<file path="src/hdl/srt_consts.vh">
`ifndef SRT_CONSTS_VH
`define SRT_CONSTS_VH

`define SRT_AW              12
`define SRT_DW              8

`define SRT_A_CLK_DIV       12'h10b
`define SRT_A_REF_CTRL      12'h120
`define SRT_A_REF_SKIP      12'h121
`define SRT_A_TS_DELAY      12'h123
`define SRT_A_SH_MON        12'h128
`define SRT_A_SYNC_MODE     12'h1ff
`define SRT_A_APP_MODE      12'h200
`define SRT_A_CB_FUNC_LO    12'h559
`define SRT_A_CB_FUNC_HI    12'h55a
`define SRT_A_CB_COUNT      12'h58f

`define SRT_RST_BYTE        8'h00

`define SRT_DIV_LSB         0
`define SRT_DIV_MSB         2
`define SRT_MODE_LSB        1
`define SRT_MODE_MSB        2
`define SRT_EDGE_BIT        3
`define SRT_TRAN_BIT        4
`define SRT_SKIP_MSB        4
`define SRT_SYNC_BIT        0
`define SRT_DECIM_BIT       0
`define SRT_CB0_LSB         0
`define SRT_CB0_MSB         2
`define SRT_CB1_LSB         4
`define SRT_CB1_MSB         6
`define SRT_CB2_LSB         0
`define SRT_CB2_MSB         2
`define SRT_CNT_LSB         6
`define SRT_CNT_MSB         7
`define SRT_MARK_STAGE      2

`define SRT_MODE_OFF        2'h0
`define SRT_MODE_CONT       2'h1
`define SRT_MODE_NSHOT      2'h2
`define SRT_FUNC_TS         3'h5

`define SRT_ST_IDLE         2'h0
`define SRT_ST_SKIP         2'h1
`define SRT_ST_RUN          2'h2

`define SRT_MON_MID         4'h8
`define SRT_RD_ZERO         8'h00

`endif

</file>
<file path="src/hdl/srt_capture.v">
// Functional notes
// - Timestamp mode marks sample, clocks untouched.
// - Normal mode resyncs divider, DDC, monitor, link.
// - Synchronization mode bit resets to zero.
// - Selector value five routes timestamp to bit.
// - Delay register shifts the marked sample.
// - Every channel has identical pipeline latency.
// - No timestamp while decimation is active.
// - Nonzero mode field arms the capture machine.
// - N-shot mode field clears after capture.
// - Transition bit picks rising or falling reference.
// - Edge bit picks rising or falling clock.
// - N-shot discards programmed events before acting.
// - Monitor byte holds hold and setup status.
// - Low statuses flag possible setup error.
// - Midscale setup with hold up to midscale, or midscale hold with setup above midscale or zero, reports no error.
// - High hold with zero setup flags hold.
`timescale 1ns/1ps
`include "srt_consts.vh"

module srt_capture #(
  parameter NCH  = 4,
  parameter SW   = 14,
  parameter PIPE = 4
) (
  input  wire                  mclk,
  input  wire                  rstn,
  input  wire [`SRT_AW-1:0]    reg_addr,
  input  wire [`SRT_DW-1:0]    reg_wdata,
  input  wire                  reg_wr,
  input  wire                  reg_rd,
  output reg  [`SRT_DW-1:0]    reg_rdata,
  input  wire                  ref_in,
  input  wire [3:0]            setup_raw,
  input  wire [3:0]            hold_raw,
  input  wire [NCH*SW-1:0]     sample_in,
  output wire [NCH*SW-1:0]     sample_out,
  output wire [2:0]            ctrl_bits,
  output reg                   div_en,
  output reg  [3:0]            resync_q,
  output wire                  mon_setup_err,
  output wire                  mon_hold_err,
  output wire                  mon_ok
);

  // Register storage
  reg  [`SRT_DW-1:0]     clk_div_q;
  reg  [`SRT_DW-1:0]     ref_ctrl_q;
  reg  [`SRT_DW-1:0]     ref_skip_q;
  reg  [`SRT_DW-1:0]     ts_delay_q;
  reg  [`SRT_DW-1:0]     sync_mode_q;
  reg  [`SRT_DW-1:0]     app_mode_q;
  reg  [`SRT_DW-1:0]     cb_lo_q;
  reg  [`SRT_DW-1:0]     cb_hi_q;
  reg  [`SRT_DW-1:0]     cb_cnt_q;
  reg  [3:0]             setup_q;
  reg  [3:0]             hold_q;

  // Capture path
  reg                    ref_rise_q;
  reg                    ref_fall_q;
  reg                    ref_fall_rt_q;
  reg                    ref_s_q;
  reg                    ref_p_q;
  reg                    ref_prim_q;
  wire                   ref_now;
  wire                   ref_evt;

  // Arming machine
  reg  [1:0]             st_q;
  reg  [1:0]             st_d;
  reg  [4:0]             skip_cnt_q;
  reg  [4:0]             skip_cnt_d;
  wire [1:0]             mode_f;
  wire                   mode_wr;
  wire                   accept;

  // Marking and divider
  reg  [`SRT_DW-1:0]     dly_cnt_q;
  reg                    dly_busy_q;
  wire                   mark_in;
  reg  [PIPE-1:0]        mark_pipe_q;
  reg  [SW*NCH-1:0]      pipe_q [0:PIPE-1];
  reg  [2:0]             ctrl_q;
  reg  [3:0]             div_cnt_q;
  wire [3:0]             div_top;
  wire                   ts_mode;
  wire                   ts_allow;
  wire [1:0]             cb_count;
  integer                i;

  // Divide code 0..3 gives ratio 1,2,4,8 minus one
  function [3:0] div_last;
    input [2:0] code;
    begin
      case (code)
        3'h1:    div_last = 4'h1;
        3'h2:    div_last = 4'h3;
        3'h3:    div_last = 4'h7;
        default: div_last = 4'h0;
      endcase
    end
  endfunction

  // Control bit k carries the mark when enabled and routed
  function cb_mark;
    input [1:0] count;
    input [1:0] idx;
    input [2:0] func;
    input       mark;
    begin
      cb_mark = (idx < count) && (func == `SRT_FUNC_TS) && mark;
    end
  endfunction

  // Window decode: 0 = ok, 1 = setup, 2 = hold, 3 = setup or hold
  function [1:0] win_decode;
    input [3:0] hold;
    input [3:0] setup;
    begin
      if (hold == 4'h0 && setup == 4'h0)
      begin
        win_decode = 2'h3;
      end
      else if (hold == 4'h0 && setup < `SRT_MON_MID)
      begin
        win_decode = 2'h1;
      end
      else if (setup == `SRT_MON_MID && hold <= `SRT_MON_MID)
      begin
        win_decode = 2'h0;
      end
      else if (hold == `SRT_MON_MID && (setup > `SRT_MON_MID || setup == 4'h0))
      begin
        win_decode = 2'h0;
      end
      else if (hold > `SRT_MON_MID && setup == 4'h0)
      begin
        win_decode = 2'h2;
      end
      else
      begin
        win_decode = 2'h3;
      end
    end
  endfunction

  assign mode_f   = ref_ctrl_q[`SRT_MODE_MSB:`SRT_MODE_LSB];
  assign cb_count = cb_cnt_q[`SRT_CNT_MSB:`SRT_CNT_LSB];
  assign div_top  = div_last(clk_div_q[`SRT_DIV_MSB:`SRT_DIV_LSB]);
  assign ts_mode  = sync_mode_q[`SRT_SYNC_BIT];
  assign ts_allow = ts_mode && !app_mode_q[`SRT_DECIM_BIT];
  assign mode_wr  = reg_wr && (reg_addr == `SRT_A_REF_CTRL);

  // Falling-edge capture gives half a cycle more setup; retimed once
  always @(negedge mclk or negedge rstn)
  begin
    if (!rstn)
      ref_fall_q <= 1'b0;
    else
      ref_fall_q <= ref_in;
  end

  always @(posedge mclk or negedge rstn)
  begin
    if (!rstn)
    begin
      ref_rise_q    <= 1'b0;
      ref_fall_rt_q <= 1'b0;
      ref_s_q       <= 1'b0;
      ref_p_q       <= 1'b0;
      ref_prim_q    <= 1'b0;
    end
    else
    begin
      ref_rise_q    <= ref_in;
      ref_fall_rt_q <= ref_fall_q;
      ref_s_q       <= ref_now;
      ref_p_q       <= ref_s_q;
      ref_prim_q    <= 1'b1;
    end
  end

  // Edge choice equalises latency so both paths mark the same sample
  assign ref_now = ref_ctrl_q[`SRT_EDGE_BIT] ? ref_fall_rt_q : ref_rise_q;

  // Transition choice; first cycle after reset never counts
  assign ref_evt = ref_prim_q &&
                   (ref_ctrl_q[`SRT_TRAN_BIT] ? (ref_p_q && !ref_s_q)
                                               : (!ref_p_q && ref_s_q));

  assign accept = (st_q == `SRT_ST_RUN) && ref_evt;

  always @*
  begin
    st_d       = st_q;
    skip_cnt_d = skip_cnt_q;
    case (st_q)
      `SRT_ST_IDLE:
      begin
        if (mode_f == `SRT_MODE_NSHOT && skip_cnt_q != 5'h00)
          st_d = `SRT_ST_SKIP;
        else if (mode_f != `SRT_MODE_OFF)
          st_d = `SRT_ST_RUN;
      end
      `SRT_ST_SKIP:
      begin
        if (mode_f == `SRT_MODE_OFF)
          st_d = `SRT_ST_IDLE;
        else if (ref_evt)
        begin
          skip_cnt_d = skip_cnt_q - 5'h01;
          if (skip_cnt_q == 5'h01)
            st_d = `SRT_ST_RUN;
        end
      end
      `SRT_ST_RUN:
      begin
        if (mode_f == `SRT_MODE_OFF || (accept && mode_f == `SRT_MODE_NSHOT))
          st_d = `SRT_ST_IDLE;
      end
      default:
        st_d = `SRT_ST_IDLE;
    endcase
    if (mode_wr)
      skip_cnt_d = ref_skip_q[`SRT_SKIP_MSB:0];
  end

  always @(posedge mclk or negedge rstn)
  begin
    if (!rstn)
    begin
      st_q       <= `SRT_ST_IDLE;
      skip_cnt_q <= 5'h00;
    end
    else
    begin
      st_q       <= mode_wr ? `SRT_ST_IDLE : st_d;
      skip_cnt_q <= skip_cnt_d;
    end
  end

  // Register writes; a software write in the clearing cycle wins
  always @(posedge mclk or negedge rstn)
  begin
    if (!rstn)
    begin
      clk_div_q   <= `SRT_RST_BYTE;
      ref_ctrl_q  <= `SRT_RST_BYTE;
      ref_skip_q  <= `SRT_RST_BYTE;
      ts_delay_q  <= `SRT_RST_BYTE;
      sync_mode_q <= `SRT_RST_BYTE;
      app_mode_q  <= `SRT_RST_BYTE;
      cb_lo_q     <= `SRT_RST_BYTE;
      cb_hi_q     <= `SRT_RST_BYTE;
      cb_cnt_q    <= `SRT_RST_BYTE;
    end
    else if (reg_wr)
    begin
      if (reg_addr == `SRT_A_CLK_DIV)
        clk_div_q <= reg_wdata;
      else if (reg_addr == `SRT_A_REF_CTRL)
        ref_ctrl_q <= {reg_wdata[7:1], 1'b0};
      else if (reg_addr == `SRT_A_REF_SKIP)
        ref_skip_q <= reg_wdata;
      else if (reg_addr == `SRT_A_TS_DELAY)
        ts_delay_q <= reg_wdata;
      else if (reg_addr == `SRT_A_SYNC_MODE)
        sync_mode_q <= reg_wdata;
      else if (reg_addr == `SRT_A_APP_MODE)
        app_mode_q <= reg_wdata;
      else if (reg_addr == `SRT_A_CB_FUNC_LO)
        cb_lo_q <= reg_wdata;
      else if (reg_addr == `SRT_A_CB_FUNC_HI)
        cb_hi_q <= reg_wdata;
      else if (reg_addr == `SRT_A_CB_COUNT)
        cb_cnt_q <= reg_wdata;
    end
    else if (accept && mode_f == `SRT_MODE_NSHOT)
      ref_ctrl_q[`SRT_MODE_MSB:`SRT_MODE_LSB] <= `SRT_MODE_OFF;
  end

  // Read port, data valid in the cycle after the strobe
  always @(posedge mclk or negedge rstn)
  begin
    if (!rstn)
      reg_rdata <= `SRT_RD_ZERO;
    else if (!reg_rd)
      reg_rdata <= `SRT_RD_ZERO;
    else if (reg_addr == `SRT_A_CLK_DIV)
      reg_rdata <= clk_div_q;
    else if (reg_addr == `SRT_A_REF_CTRL)
      reg_rdata <= ref_ctrl_q;
    else if (reg_addr == `SRT_A_REF_SKIP)
      reg_rdata <= ref_skip_q;
    else if (reg_addr == `SRT_A_TS_DELAY)
      reg_rdata <= ts_delay_q;
    else if (reg_addr == `SRT_A_SH_MON)
      reg_rdata <= {hold_q, setup_q};
    else if (reg_addr == `SRT_A_SYNC_MODE)
      reg_rdata <= sync_mode_q;
    else if (reg_addr == `SRT_A_APP_MODE)
      reg_rdata <= app_mode_q;
    else if (reg_addr == `SRT_A_CB_FUNC_LO)
      reg_rdata <= cb_lo_q;
    else if (reg_addr == `SRT_A_CB_FUNC_HI)
      reg_rdata <= cb_hi_q;
    else if (reg_addr == `SRT_A_CB_COUNT)
      reg_rdata <= cb_cnt_q;
    else
      reg_rdata <= `SRT_RD_ZERO;
  end

  // Window detector status latched at every reference transition of the selected direction, armed or not
  always @(posedge mclk or negedge rstn)
  begin
    if (!rstn)
    begin
      setup_q <= 4'h0;
      hold_q  <= 4'h0;
    end
    else if (ref_evt)
    begin
      setup_q <= setup_raw;
      hold_q  <= hold_raw;
    end
  end

  assign mon_ok        = (win_decode(hold_q, setup_q) == 2'h0);
  assign mon_setup_err = win_decode(hold_q, setup_q) == 2'h1 ||
                         win_decode(hold_q, setup_q) == 2'h3;
  assign mon_hold_err  = win_decode(hold_q, setup_q) == 2'h2 ||
                         win_decode(hold_q, setup_q) == 2'h3;

  // Normal mode: one-cycle realign pulse to divider, DDC, monitor, link
  always @(posedge mclk or negedge rstn)
  begin
    if (!rstn)
      resync_q <= 4'h0;
    else
      resync_q <= {4{accept && !ts_mode}};
  end

  // Clock divider realigned by the reference, left alone in timestamp mode
  always @(posedge mclk or negedge rstn)
  begin
    if (!rstn)
    begin
      div_cnt_q <= 4'h0;
      div_en    <= 1'b0;
    end
    else if (accept && !ts_mode)
    begin
      div_cnt_q <= 4'h0;
      div_en    <= 1'b0;
    end
    else
    begin
      div_en    <= (div_cnt_q == 4'h0);
      div_cnt_q <= (div_cnt_q >= div_top) ? 4'h0 : div_cnt_q + 4'h1;
    end
  end

  // Delay countdown; a new event while busy is dropped, never doubled
  always @(posedge mclk or negedge rstn)
  begin
    if (!rstn)
    begin
      dly_cnt_q  <= 8'h00;
      dly_busy_q <= 1'b0;
    end
    else if (dly_busy_q)
    begin
      dly_cnt_q  <= dly_cnt_q - 8'h01;
      dly_busy_q <= (dly_cnt_q != 8'h01);
    end
    else if (accept && ts_allow && ts_delay_q != 8'h00)
    begin
      dly_cnt_q  <= ts_delay_q;
      dly_busy_q <= 1'b1;
    end
  end

  assign mark_in = (dly_busy_q && dly_cnt_q == 8'h01) ||
                   (!dly_busy_q && accept && ts_allow && ts_delay_q == 8'h00);

  // Shared pipeline; the mark meets the sample taken beside the reference
  always @(posedge mclk or negedge rstn)
  begin
    if (!rstn)
    begin
      mark_pipe_q <= {PIPE{1'b0}};
      ctrl_q      <= 3'h0;
      for (i = 0; i < PIPE; i = i + 1)
        pipe_q[i] <= {SW*NCH{1'b0}};
    end
    else
    begin
      pipe_q[0] <= sample_in;
      for (i = 1; i < PIPE; i = i + 1)
        pipe_q[i] <= pipe_q[i-1];
      mark_pipe_q <= {mark_pipe_q[PIPE-2:0], 1'b0};
      mark_pipe_q[`SRT_MARK_STAGE] <= mark_in;
      ctrl_q[0] <= cb_mark(cb_count, 2'h0, cb_lo_q[`SRT_CB0_MSB:`SRT_CB0_LSB],
                           mark_pipe_q[PIPE-1]);
      ctrl_q[1] <= cb_mark(cb_count, 2'h1, cb_lo_q[`SRT_CB1_MSB:`SRT_CB1_LSB],
                           mark_pipe_q[PIPE-1]);
      ctrl_q[2] <= cb_mark(cb_count, 2'h2, cb_hi_q[`SRT_CB2_MSB:`SRT_CB2_LSB],
                           mark_pipe_q[PIPE-1]);
    end
  end

  // Output stage registered beside the control bits
  reg  [SW*NCH-1:0]      out_q;

  always @(posedge mclk or negedge rstn)
  begin
    if (!rstn)
      out_q <= {SW*NCH{1'b0}};
    else
      out_q <= pipe_q[PIPE-1];
  end

  assign sample_out = out_q;
  assign ctrl_bits  = ctrl_q;

endmodule // srt_capture

</file>
<file path="config.mk">
export PLATFORM = sky130hd
export DESIGN_NAME = srt_capture
export DESIGN_NICKNAME = d
export VERILOG_FILES = /design/src/hdl/srt_capture.v
export VERILOG_INCLUDE_DIRS = /design/src /design/src/hdl
export SDC_FILE = /design/constraint.sdc
export NUM_CORES = 1
export LEC_CHECK = 0
export ABC_AREA = 1
export ABC_CLOCK_PERIOD_IN_PS = 2100
export BUFFER_PORTS_ARGS = -buffer_cell sky130_fd_sc_hd__buf_2
export CAP_MARGIN = 20
export CORE_ASPECT_RATIO = 1.2
export CORE_MARGIN = 2
export CORE_UTILIZATION = 55
export CTS_BUF_LIST = sky130_fd_sc_hd__clkbuf_4 sky130_fd_sc_hd__clkbuf_8
export DETAILED_ROUTE_END_ITERATION = 10
export GPL_ROUTABILITY_DRIVEN = 0
export HOLD_SLACK_MARGIN = 0.03
export PLACE_DENSITY = 0.76
export SLEW_MARGIN = 20
export SYNTH_ARGS = -nofsm -noshare
export SYNTH_HDL_FRONTEND = slang
export SYNTH_SLANG_ARGS = --single-unit
</file>
<file path="constraint.sdc">
create_clock -name mclk -period 2.1 [get_ports mclk]
set_input_delay 0.42 -clock mclk [delete_from_list [all_inputs] [get_ports mclk]]
set_output_delay 0.42 -clock mclk [all_outputs]
set_load 0.05 [all_outputs]
</file>
==> PnR_summary.wiki, run 1 <==
{| class="wikitable"
! Metric !! Value
|-
| Floorplan Core Area || 23280 µm²
|-
| Final critical-path required period || 2357 ps
|-
| Worst-margin pin slew || 908.5 ps
|-
| Critical Path AT || 1940 ps
|-
| Post-Layout Cell Count || 1706
|-
| Number of pins with negative max-slew slack in the final report || 0
|-
| Clock transition at path regs || 60 ps
|-
| Number of flops mapped to enable cells by yosys || 0
|-
| Path class of the lowest-slack min-delay path || input pin to flop
|-
| DRT iter0 DRCs || 512
|-
| Number of core rows || 61
|-
| Worst Setup Slack post-DPL || -33.64 ps
|-
| Largest fanout on the critical path || 3
|-
| Wl on met1 || 10.78 mm
|-
| Final core occ || 0.7020
|-
| Slew Limit Headroom || 0.3944
|-
| Top layer reached by signal wires || met5
|-
| Type of element launching the critical path || flop
|-
| Final nets || 1448
|-
| Total standard cell area after synthesis || 13090 µm²
|-
| TritonCTS clock tree || built
|-
| Post-synth ARST share || 1.000
|-
| Maximum number of pins on one net before global-route repair || 153
|-
| Effective utilization at floorplan || 0.5625
|-
| WL final || 26.36 mm
|-
| Vert. Die Dim || 173.0 µm
|-
| Number of hold violations in the final report || 0
|-
| GR Overflow Total || 0
|-
| RSZ-0062 raised after global routing || true
|-
| Fill cell instance count of the final layout || 1579
|-
| Proportion of power drawn by the clock network || 0.400
|-
| Area of the multi-input gates || 2618 µm²
|-
| Routed wl met2 || 13.11 mm
|-
| Max Cap Violations || 0
|-
| Internal Dissipation || 0.01180 W
|-
| Leakage Power || 8.027 nW
|-
| Top-Level Pins || 164
|-
| Fin Hold WS || 54.88 ps
|-
| Max IR drop VDD || 0.6466 mV
|-
| Number of optimization iterations in the first detailed-route pass || 5
|-
| Port-buffer cells || 163
|-
| Cell variety after synth || 43
|-
| Number of nets with antenna violations after detailed routing || 0
|-
| Sequential standard cell area || 10010 µm²
|-
| Highest Clock Rate || 424.2 MHz
|-
| Initial antenna violation count || 3
|-
| Synth Warn # || 0
|-
| Setup-violating endpoint count in the final report || 3
|-
| Seq/Total Area, Yosys || 0.7645
|-
| Part of the cycle the worst path needs || 1.123
|-
| Logic pwr share || 0.068
|-
| Synth Area per Inst || 12.42 µm²
|-
| CTS H-Tree Depth || 2
|-
| Vias in the first global route || 8639
|-
| Final worst-path setup slack || -257.3 ps
|-
| Final setup skew || 38.47 ps
|-
| DR vias/cell || 4.863
|-
| Met3 Routed Length || 1.649 mm
|-
| Most frequently used flop master after synthesis || sky130_fd_sc_hd__dfrtp_1
|-
| Number of nets produced by synthesis || 1152
|-
| Violations in the final reports || setup timing
|-
| Area enclosed by the die boundary || 25060 µm²
|-
| Number of synthesized register bits || 400
|-
| Residual DRC || 0
|-
| Power dissipated by switching net loads || 0.003542 W
|-
| Switching share of power || 0.2308
|-
| Total power density per cell area || 938.9 nW/µm²
|-
| Number of buffers inserted during clock tree synthesis || 57
|-
| Nature of the critical path endpoint || output pin
|-
| Worst EP required || 1680 ps
|-
| Start-to-end type of the worst setup path || flop to output pin
|-
| Die outline width || 144.9 µm
|-
| Sinks on the clock net || 400
|-
| Clock tree root buffer cell || sky130_fd_sc_hd__clkbuf_8
|-
| Average wire per standard cell || 15.45 µm
|-
| Total number of vias || 8296
|-
| HPWL after detailed placement || 17.12 mm
|-
| Share of post-route cells with drive strength above 1 || 0.2390
|-
| Status || finished with violations
|-
| Global-route usage over all layers || 0.2207
|-
| Wire length of the first global-routing pass || 42.83 mm
|-
| Cells after DPL || 1533
|-
| Area Growth Syn to Fin || 24.81%
|-
| Post-route setup TNS || -697.6 ps
|-
| Clock latency on the worst-skew pair || 580 ps
|-
| Proportion of power drawn by flip-flops and latches || 0.532
|-
| Gate count of the mapped netlist || 1054
|-
| Number of buffers between clock root and the deepest sink || 3
|}
==> synth_stat cells, types with 2 or more instances <==
| library cell | number | share of area |
|---|---|---|
| sky130_fd_sc_hd__nor2_4 | 4 | 0.0034 |
| sky130_fd_sc_hd__a31oi_1 | 2 | 0.00096 |
| sky130_fd_sc_hd__buf_2 | 6 | 0.0023 |
| sky130_fd_sc_hd__inv_2 | 7 | 0.0020 |
| sky130_fd_sc_hd__a21oi_1 | 19 | 0.0073 |
| sky130_fd_sc_hd__nand4_2 | 2 | 0.0019 |
| sky130_fd_sc_hd__clkbuf_1 | 6 | 0.0017 |
| sky130_fd_sc_hd__nor2_1 | 80 | 0.023 |
| sky130_fd_sc_hd__o21ai_0 | 82 | 0.031 |
| sky130_fd_sc_hd__nand4_1 | 5 | 0.0024 |
| sky130_fd_sc_hd__nand2_1 | 208 | 0.060 |
| sky130_fd_sc_hd__nand2_2 | 6 | 0.0029 |
| sky130_fd_sc_hd__o211ai_1 | 9 | 0.0052 |
| sky130_fd_sc_hd__buf_4 | 3 | 0.0017 |
| sky130_fd_sc_hd__inv_1 | 102 | 0.029 |
| sky130_fd_sc_hd__nor3_1 | 6 | 0.0023 |
| sky130_fd_sc_hd__a211oi_1 | 2 | 0.0011 |
| sky130_fd_sc_hd__nand3b_1 | 4 | 0.0023 |
| sky130_fd_sc_hd__nand3_1 | 34 | 0.013 |
| sky130_fd_sc_hd__or2_2 | 8 | 0.0038 |
| sky130_fd_sc_hd__nor4_1 | 2 | 0.00096 |
| sky130_fd_sc_hd__o21ai_1 | 11 | 0.0042 |
| sky130_fd_sc_hd__o22ai_1 | 9 | 0.0043 |
| sky130_fd_sc_hd__ha_1 | 9 | 0.0086 |
| sky130_fd_sc_hd__nand3_2 | 4 | 0.0031 |
| sky130_fd_sc_hd__mux2i_1 | 6 | 0.0046 |
| sky130_fd_sc_hd__nor2_2 | 2 | 0.00096 |
| sky130_fd_sc_hd__dfrtp_1 | 399 | 0.76 |
| sky130_fd_sc_hd__xor2_1 | 2 | 0.0013 |
| sky130_fd_sc_hd__buf_6 | 2 | 0.0017 |
==> kinds of logic after synthesis <==
family	count (synthesis)	synth area share
buf+inv	128	0.03927
xor+xnor	3	0.002007
other cells	1	0.0002864
flops	400	0.7645
simple gates	368	0.1229
mux	7	0.005447
compound gates	138	0.05705
fa+ha+maj	9	0.008600
==> cells in the final DEF, fill, tap and decap left out, types with 20 or more instances in the layout <==
| cell | instances |
|---|---|
| sky130_fd_sc_hd__inv_1 | 100 |
| sky130_fd_sc_hd__clkbuf_4 | 20 |
| sky130_fd_sc_hd__dfrtp_1 | 399 |
| sky130_fd_sc_hd__nand2_1 | 207 |
| sky130_fd_sc_hd__o21ai_0 | 82 |
| sky130_fd_sc_hd__dlygate4sd3_1 | 67 |
| sky130_fd_sc_hd__buf_4 | 22 |
| sky130_fd_sc_hd__buf_2 | 160 |
| sky130_fd_sc_hd__clkbuf_8 | 72 |
| sky130_fd_sc_hd__nand3_1 | 34 |
| sky130_fd_sc_hd__nor2_1 | 78 |
==> critical path: stages, from the launching register on <==
cell,delay [ps]
sky130_fd_sc_hd__dfrtp_1,390
sky130_fd_sc_hd__nor2_1,110
sky130_fd_sc_hd__inv_1,50
sky130_fd_sc_hd__nor2_2,110
sky130_fd_sc_hd__inv_2,60
sky130_fd_sc_hd__a221oi_4,280
sky130_fd_sc_hd__buf_4,170
sky130_fd_sc_hd__nor2_4,30
sky130_fd_sc_hd__buf_6,160
==> state kept, by name (all words and copies together) (netlist names), 2 cells and up <==
register and count:
pipe_q 224, sample_out 56, app_mode_q 8, cb_cnt_q 8, cb_hi_q 8, cb_lo_q 8
clk_div_q 8, dly_cnt_q 8, ref_skip_q 8, reg_rdata 8, sync_mode_q 8, ts_delay_q 8
ref_ctrl_q 7, skip_cnt_q 5, div_cnt_q 4, hold_q 4, setup_q 4, ctrl_bits 3
mark_pipe_q 2, st_q 2
==> metal layers <==
layer,track usage,vias up
li1,-,3932
met1,0.2891,4034
met2,0.3536,273
met3,0.05871,55
met4,0.08859,2
met5,0,-
==> stage by stage <==
stage | power, W | instance area, µm²
floorplan | 0.008747 | 13110
global route | 0.01603 | 16340
CTS | 0.01550 | 16300
detailed placement | 0.009191 | 14400
global placement | 0.009153 | 14400
finish | 0.01534 | 16340
==> layout make-up <==
type | count | share of cell area
Sequential cell | 400 | 0.6125
Multi-Input combinational cell | 527 | 0.1602
Timing Repair Buffer | 254 | 0.1049
Clock buffer | 92 | 0.06983
Inverter | 110 | 0.02527
Tap cell | 315 | 0.02412
Clock inverter | 6 | 0.002909
Antenna cell | 2 | 0.0003063
==> worst paths after layout <==
kind	cells past startpoint	end	from	slack [ps]
max reg2reg	11	dly_cnt_q[1]$_DFFE_PN0P_	ref_ctrl_q[4]$_DFFE_PN0P_	110
max	8	mon_setup_err	hold_q[1]$_DFFE_PN0P_	-260
max in group asynchronous	2	ref_fall_q$_DFF_NN0_	rstn	660
min reg2reg	0	sample_out[55]$_DFF_PN0_	pipe_q[55]$_DFF_PN0_	340
min	3	hold_q[2]$_DFFE_PN0P_	hold_raw[2]	50
min in group asynchronous	2	pipe_q[129]$_DFF_PN0_	rstn	250
==> power by group through the flow <==
stage,logic [W],clock network (W),registers (W)
6_report,0.00104,0.00614,0.00816
5_1_grt,0.00114,0.00669,0.00819
4_1_cts,0.00104,0.00631,0.00816
3_5_place_dp,0.000894,0,0.00830
3_3_place_gp,0.000879,0,0.00827
2_1_floorplan,0.000279,0,0.00847
==> repair_timing <==
action,4_1_cts,5_1_grt
buffers inserted,3,2
setup endpoints to repair,3,6
hold buffers,66,1
endpoints found under the hold margin,152,1
pin swaps,4,4
cloned,0,1
resized for setup,9,2
Note: power is estimated with default switching activity, not from simulation.
==> run 2, diff against run 1 <==
- BUFFER_PORTS_ARGS: -buffer_cell sky130_fd_sc_hd__buf_2 -> default
- DONT_BUFFER_PORTS: default -> 1
- HOLD_SLACK_MARGIN: 0.03 -> default
- PLACE_DENSITY: 0.76 -> 0.7
==> run 2 against run 1 <==
The run ends with hold timing, setup timing left. Non-clock buffer count down 163. Worst setup slack improved by 4.4 ps. First-iteration DRC count down 24%. Clock skew decreased by 0.96 ps. Hold slack worse by 540 ps. Critical path type unchanged. Largest power group unchanged. Highest routed layer is now met4.
==> PnR_summary.wiki, run 2 (synthesis results as in run 1) <==
{| class="wikitable"
! Metric !! Value
|-
| Status || finished with violations (unchanged)
|-
| Violations in the final reports || hold timing, setup timing (was setup timing)
|-
| Largest register FFs || 224 (unchanged)
|-
| Leading cell type in the layout, fill and taps excluded || sky130_fd_sc_hd__dfrtp_1 (unchanged)
|-
| CTS H-Tree Depth || 2 (unchanged)
|-
| Final worst-path setup slack || -252.9 ps (was -257.3 ps)
|-
| Reg-to-reg slack, setup || 200 ps (was 110 ps)
|-
| Floorplan Core Area || 23280 µm² (unchanged)
|-
| Fin Hold WS || -486.9 ps (was 54.88 ps)
|-
| Worst-margin pin slew || 697.4 ps (was 908.5 ps)
|-
| Number of pins with negative max-slew slack in the final report || 0 (unchanged)
|-
| Ant diodes || 0 (was 2)
|-
| Nature of the critical path endpoint || output pin (unchanged)
|-
| Worst Setup Slack post-DPL || 65.81 ps (was -33.64 ps)
|-
| WL final || 25.34 mm (was 26.36 mm)
|-
| RSZ-0062 raised after global routing || true (unchanged)
|-
| Setup-violating endpoint count in the final report || 3 (unchanged)
|-
| Total number of vias || 7851 (was 8296)
|-
| Cells after DPL || 1364 (was 1533)
|-
| Global-route usage over all layers || 0.2120 (was 0.2207)
|-
| Effective utilization at floorplan || 0.5625 (unchanged)
|-
| Global routing's busiest layer || met2 (unchanged)
|-
| Final nets || 1285 (was 1448)
|-
| Number of optimization iterations in the first detailed-route pass || 5 (unchanged)
|-
| Critical Path AT || 1930 ps (was 1940 ps)
|-
| Vias in the first global route || 8022 (was 8639)
|-
| Worst EP required || 1680 ps (about the same)
|-
| Fraction of met2 tracks used by global routing || 0.3371 (was 0.3536)
|-
| Clock transition at path regs || 60 ps (about the same)
|-
| Clock latency on the worst-skew pair || 580 ps (about the same)
|-
| Part of the cycle the worst path needs || 1.120 (was 1.123)
|-
| Vert. Die Dim || 173.0 µm (unchanged)
|-
| Number of hold violations in the final report || 399 (was 0)
|-
| Final setup skew || 37.50 ps (was 38.47 ps)
|-
| Highest Clock Rate || 425.0 MHz (was 424.2 MHz)
|-
| Share of post-route cells with drive strength above 1 || 0.1392 (was 0.2390)
|-
| Number of core rows || 61 (unchanged)
|-
| Maximum number of pins on one net before global-route repair || 401 (was 153)
|-
| Leading cell types in the layout, fill and taps excluded || sky130_fd_sc_hd__dfrtp_1, sky130_fd_sc_hd__nand2_1, sky130_fd_sc_hd__inv_1 (was sky130_fd_sc_hd__dfrtp_1, sky130_fd_sc_hd__nand2_1, sky130_fd_sc_hd__buf_2)
|-
| Total power density per cell area || 996.7 nW/µm² (was 938.9 nW/µm²)
|-
| Path class of the lowest-slack min-delay path || input pin to asynchronous set/reset pin (was input pin to flop)
|-
| Max Cap Violations || 0 (unchanged)
|-
| Final core occ || 0.6716 (was 0.7020)
|-
| Port-buffer cells || 0 (was 163)
|-
| Number of buffers inserted by hold repair at cts || 74 (was 66)
|-
| DR vias/cell || 5.062 (was 4.863)
|-
| Number of buffers between clock root and the deepest sink || 3 (unchanged)
|-
| Area enclosed by the die boundary || 25060 µm² (unchanged)
|-
| Die outline width || 144.9 µm (unchanged)
|-
| Number of cells on the worst reg-to-reg path || 11 (unchanged)
|-
| Reg-to-reg critical path endpoint || dly_cnt_q[1]$_DFFE_PN0P_ (unchanged)
|-
| Type of element launching the critical path || flop (unchanged)
|-
| GR met3 Demand/Resource || 0.06342 (was 0.05871)
|-
| Initial antenna violation count || 0 (was 3)
|-
| Residual DRC || 0 (unchanged)
|-
| Average wire per standard cell || 16.33 µm (was 15.45 µm)
|-
| Area Growth Syn to Fin || 19.41% (was 24.81%)
|-
| Post-Layout Cell Count || 1551 (was 1706)
|-
| Fill cell instance count of the final layout || 1622 (was 1579)
|-
| Max IR drop VDD || 0.9950 mV (was 0.6466 mV)
|-
| TritonCTS clock tree || built (unchanged)
|-
| Slew Limit Headroom || 0.5350 (was 0.3944)
|-
| Sinks on the clock net || 400 (unchanged)
|-
| Register name with the most flops || pipe_q (unchanged)
|-
| Number of nets with antenna violations after detailed routing || 0 (unchanged)
|-
| DRT iter0 DRCs || 390 (was 512)
|-
| Number of buffers inserted during clock tree synthesis || 58 (was 57)
|-
| Met1 track demand over resource || 0.2739 (was 0.2891)
|-
| Clock tree root buffer cell || sky130_fd_sc_hd__clkbuf_8 (unchanged)
|-
| Top-Level Pins || 164 (unchanged)
|-
| Final critical-path required period || 2353 ps (was 2357 ps)
|-
| HPWL after detailed placement || 16.14 mm (was 17.12 mm)
|-
| Largest fanout on the critical path || 2 (was 3)
|-
| Leakage Power || 7.422 nW (was 8.027 nW)
|-
| GR Overflow Total || 0 (unchanged)
|-
| Start-to-end type of the worst setup path || flop to output pin (unchanged)
|-
| Startpoint of the worst-slack reg-to-reg timing path || ref_ctrl_q[4]$_DFFE_PN0P_ (unchanged)
|-
| Wire length of the first global-routing pass || 41.06 mm (was 42.83 mm)
|}
run 2: worst max-delay path: stages (launching register included):
cell	delay [ps]
sky130_fd_sc_hd__dfrtp_1	370
sky130_fd_sc_hd__nor2_1	110
sky130_fd_sc_hd__inv_1	50
sky130_fd_sc_hd__nor2_2	110
sky130_fd_sc_hd__inv_2	60
sky130_fd_sc_hd__a221oi_4	230
sky130_fd_sc_hd__buf_4	170
sky130_fd_sc_hd__nor2_2	40
sky130_fd_sc_hd__buf_4	200
run 2: repair_timing:
action                                 CTS  global route
endpoints found under the hold margin  479           399
buffers inserted                         4             0
pin swaps                                3             1
setup endpoints to repair                3             3
gates resized for setup                  6             0
run 2: worst max path at each step:
stage / startpoint / to / depth (start not counted)
CTS: hold_q[0]$_DFFE_PN0P_ / mon_hold_err / 7
finish: hold_q[0]$_DFFE_PN0P_ / mon_setup_err / 8
global placement: reg_addr[9] / reg_rdata[6]$_DFF_PN0_ / 13
detailed placement: reg_addr[9] / reg_rdata[6]$_DFF_PN0_ / 13
floorplan: hold_q[0]$_DFFE_PN0P_ / mon_hold_err / 7
global route: hold_q[0]$_DFFE_PN0P_ / mon_hold_err / 7
run 2: layout make-up:
| cell class | count | area (µm²) | share of cell area |
|---|---|---|---|
| flip-flops and latches | 400 | 10010 | 0.6403 |
| multi-input cells | 526 | 2595 | 0.1660 |
| clock buffers | 92 | 1166 | 0.07458 |
| repair buffers | 91 | 875.8 | 0.05602 |
| inverters | 110 | 416.7 | 0.02665 |
| well taps | 315 | 394.1 | 0.02521 |
| clock inverters | 17 | 176.4 | 0.01128 |
run 2: power by group:
part | internal (W) | switching, W | total [W]
registers | 0.00804 | 0.000338 | 0.00837
clock network | 0.00382 | 0.00285 | 0.00667
logic | 0.000224 | 0.000314 | 0.000539
run 2: metrics by stage:
| stage | power, W | setup TNS (ps) | hold WS, ps | instance area (µm²) |
|---|---|---|---|---|
| 4_1_cts | 0.01578 | -789.1 | -537.9 | 15640 |
| 5_1_grt | 0.01624 | -910.9 | -543.6 | 15640 |
| 6_report | 0.01558 | -653.6 | -486.9 | 15640 |
| 3_5_place_dp | 0.008889 | 0 | 131.2 | 13510 |
| 3_3_place_gp | 0.008857 | 0 | 132.2 | 13510 |
| 2_1_floorplan | 0.008747 | -4.435 | 124.4 | 13110 |
run 2: metal layers:
metal,vias up,wire (µm)
met2,310,12380
met5,-,0
li1,3621,-
met1,3845,9989
met3,75,2044
met4,0,922
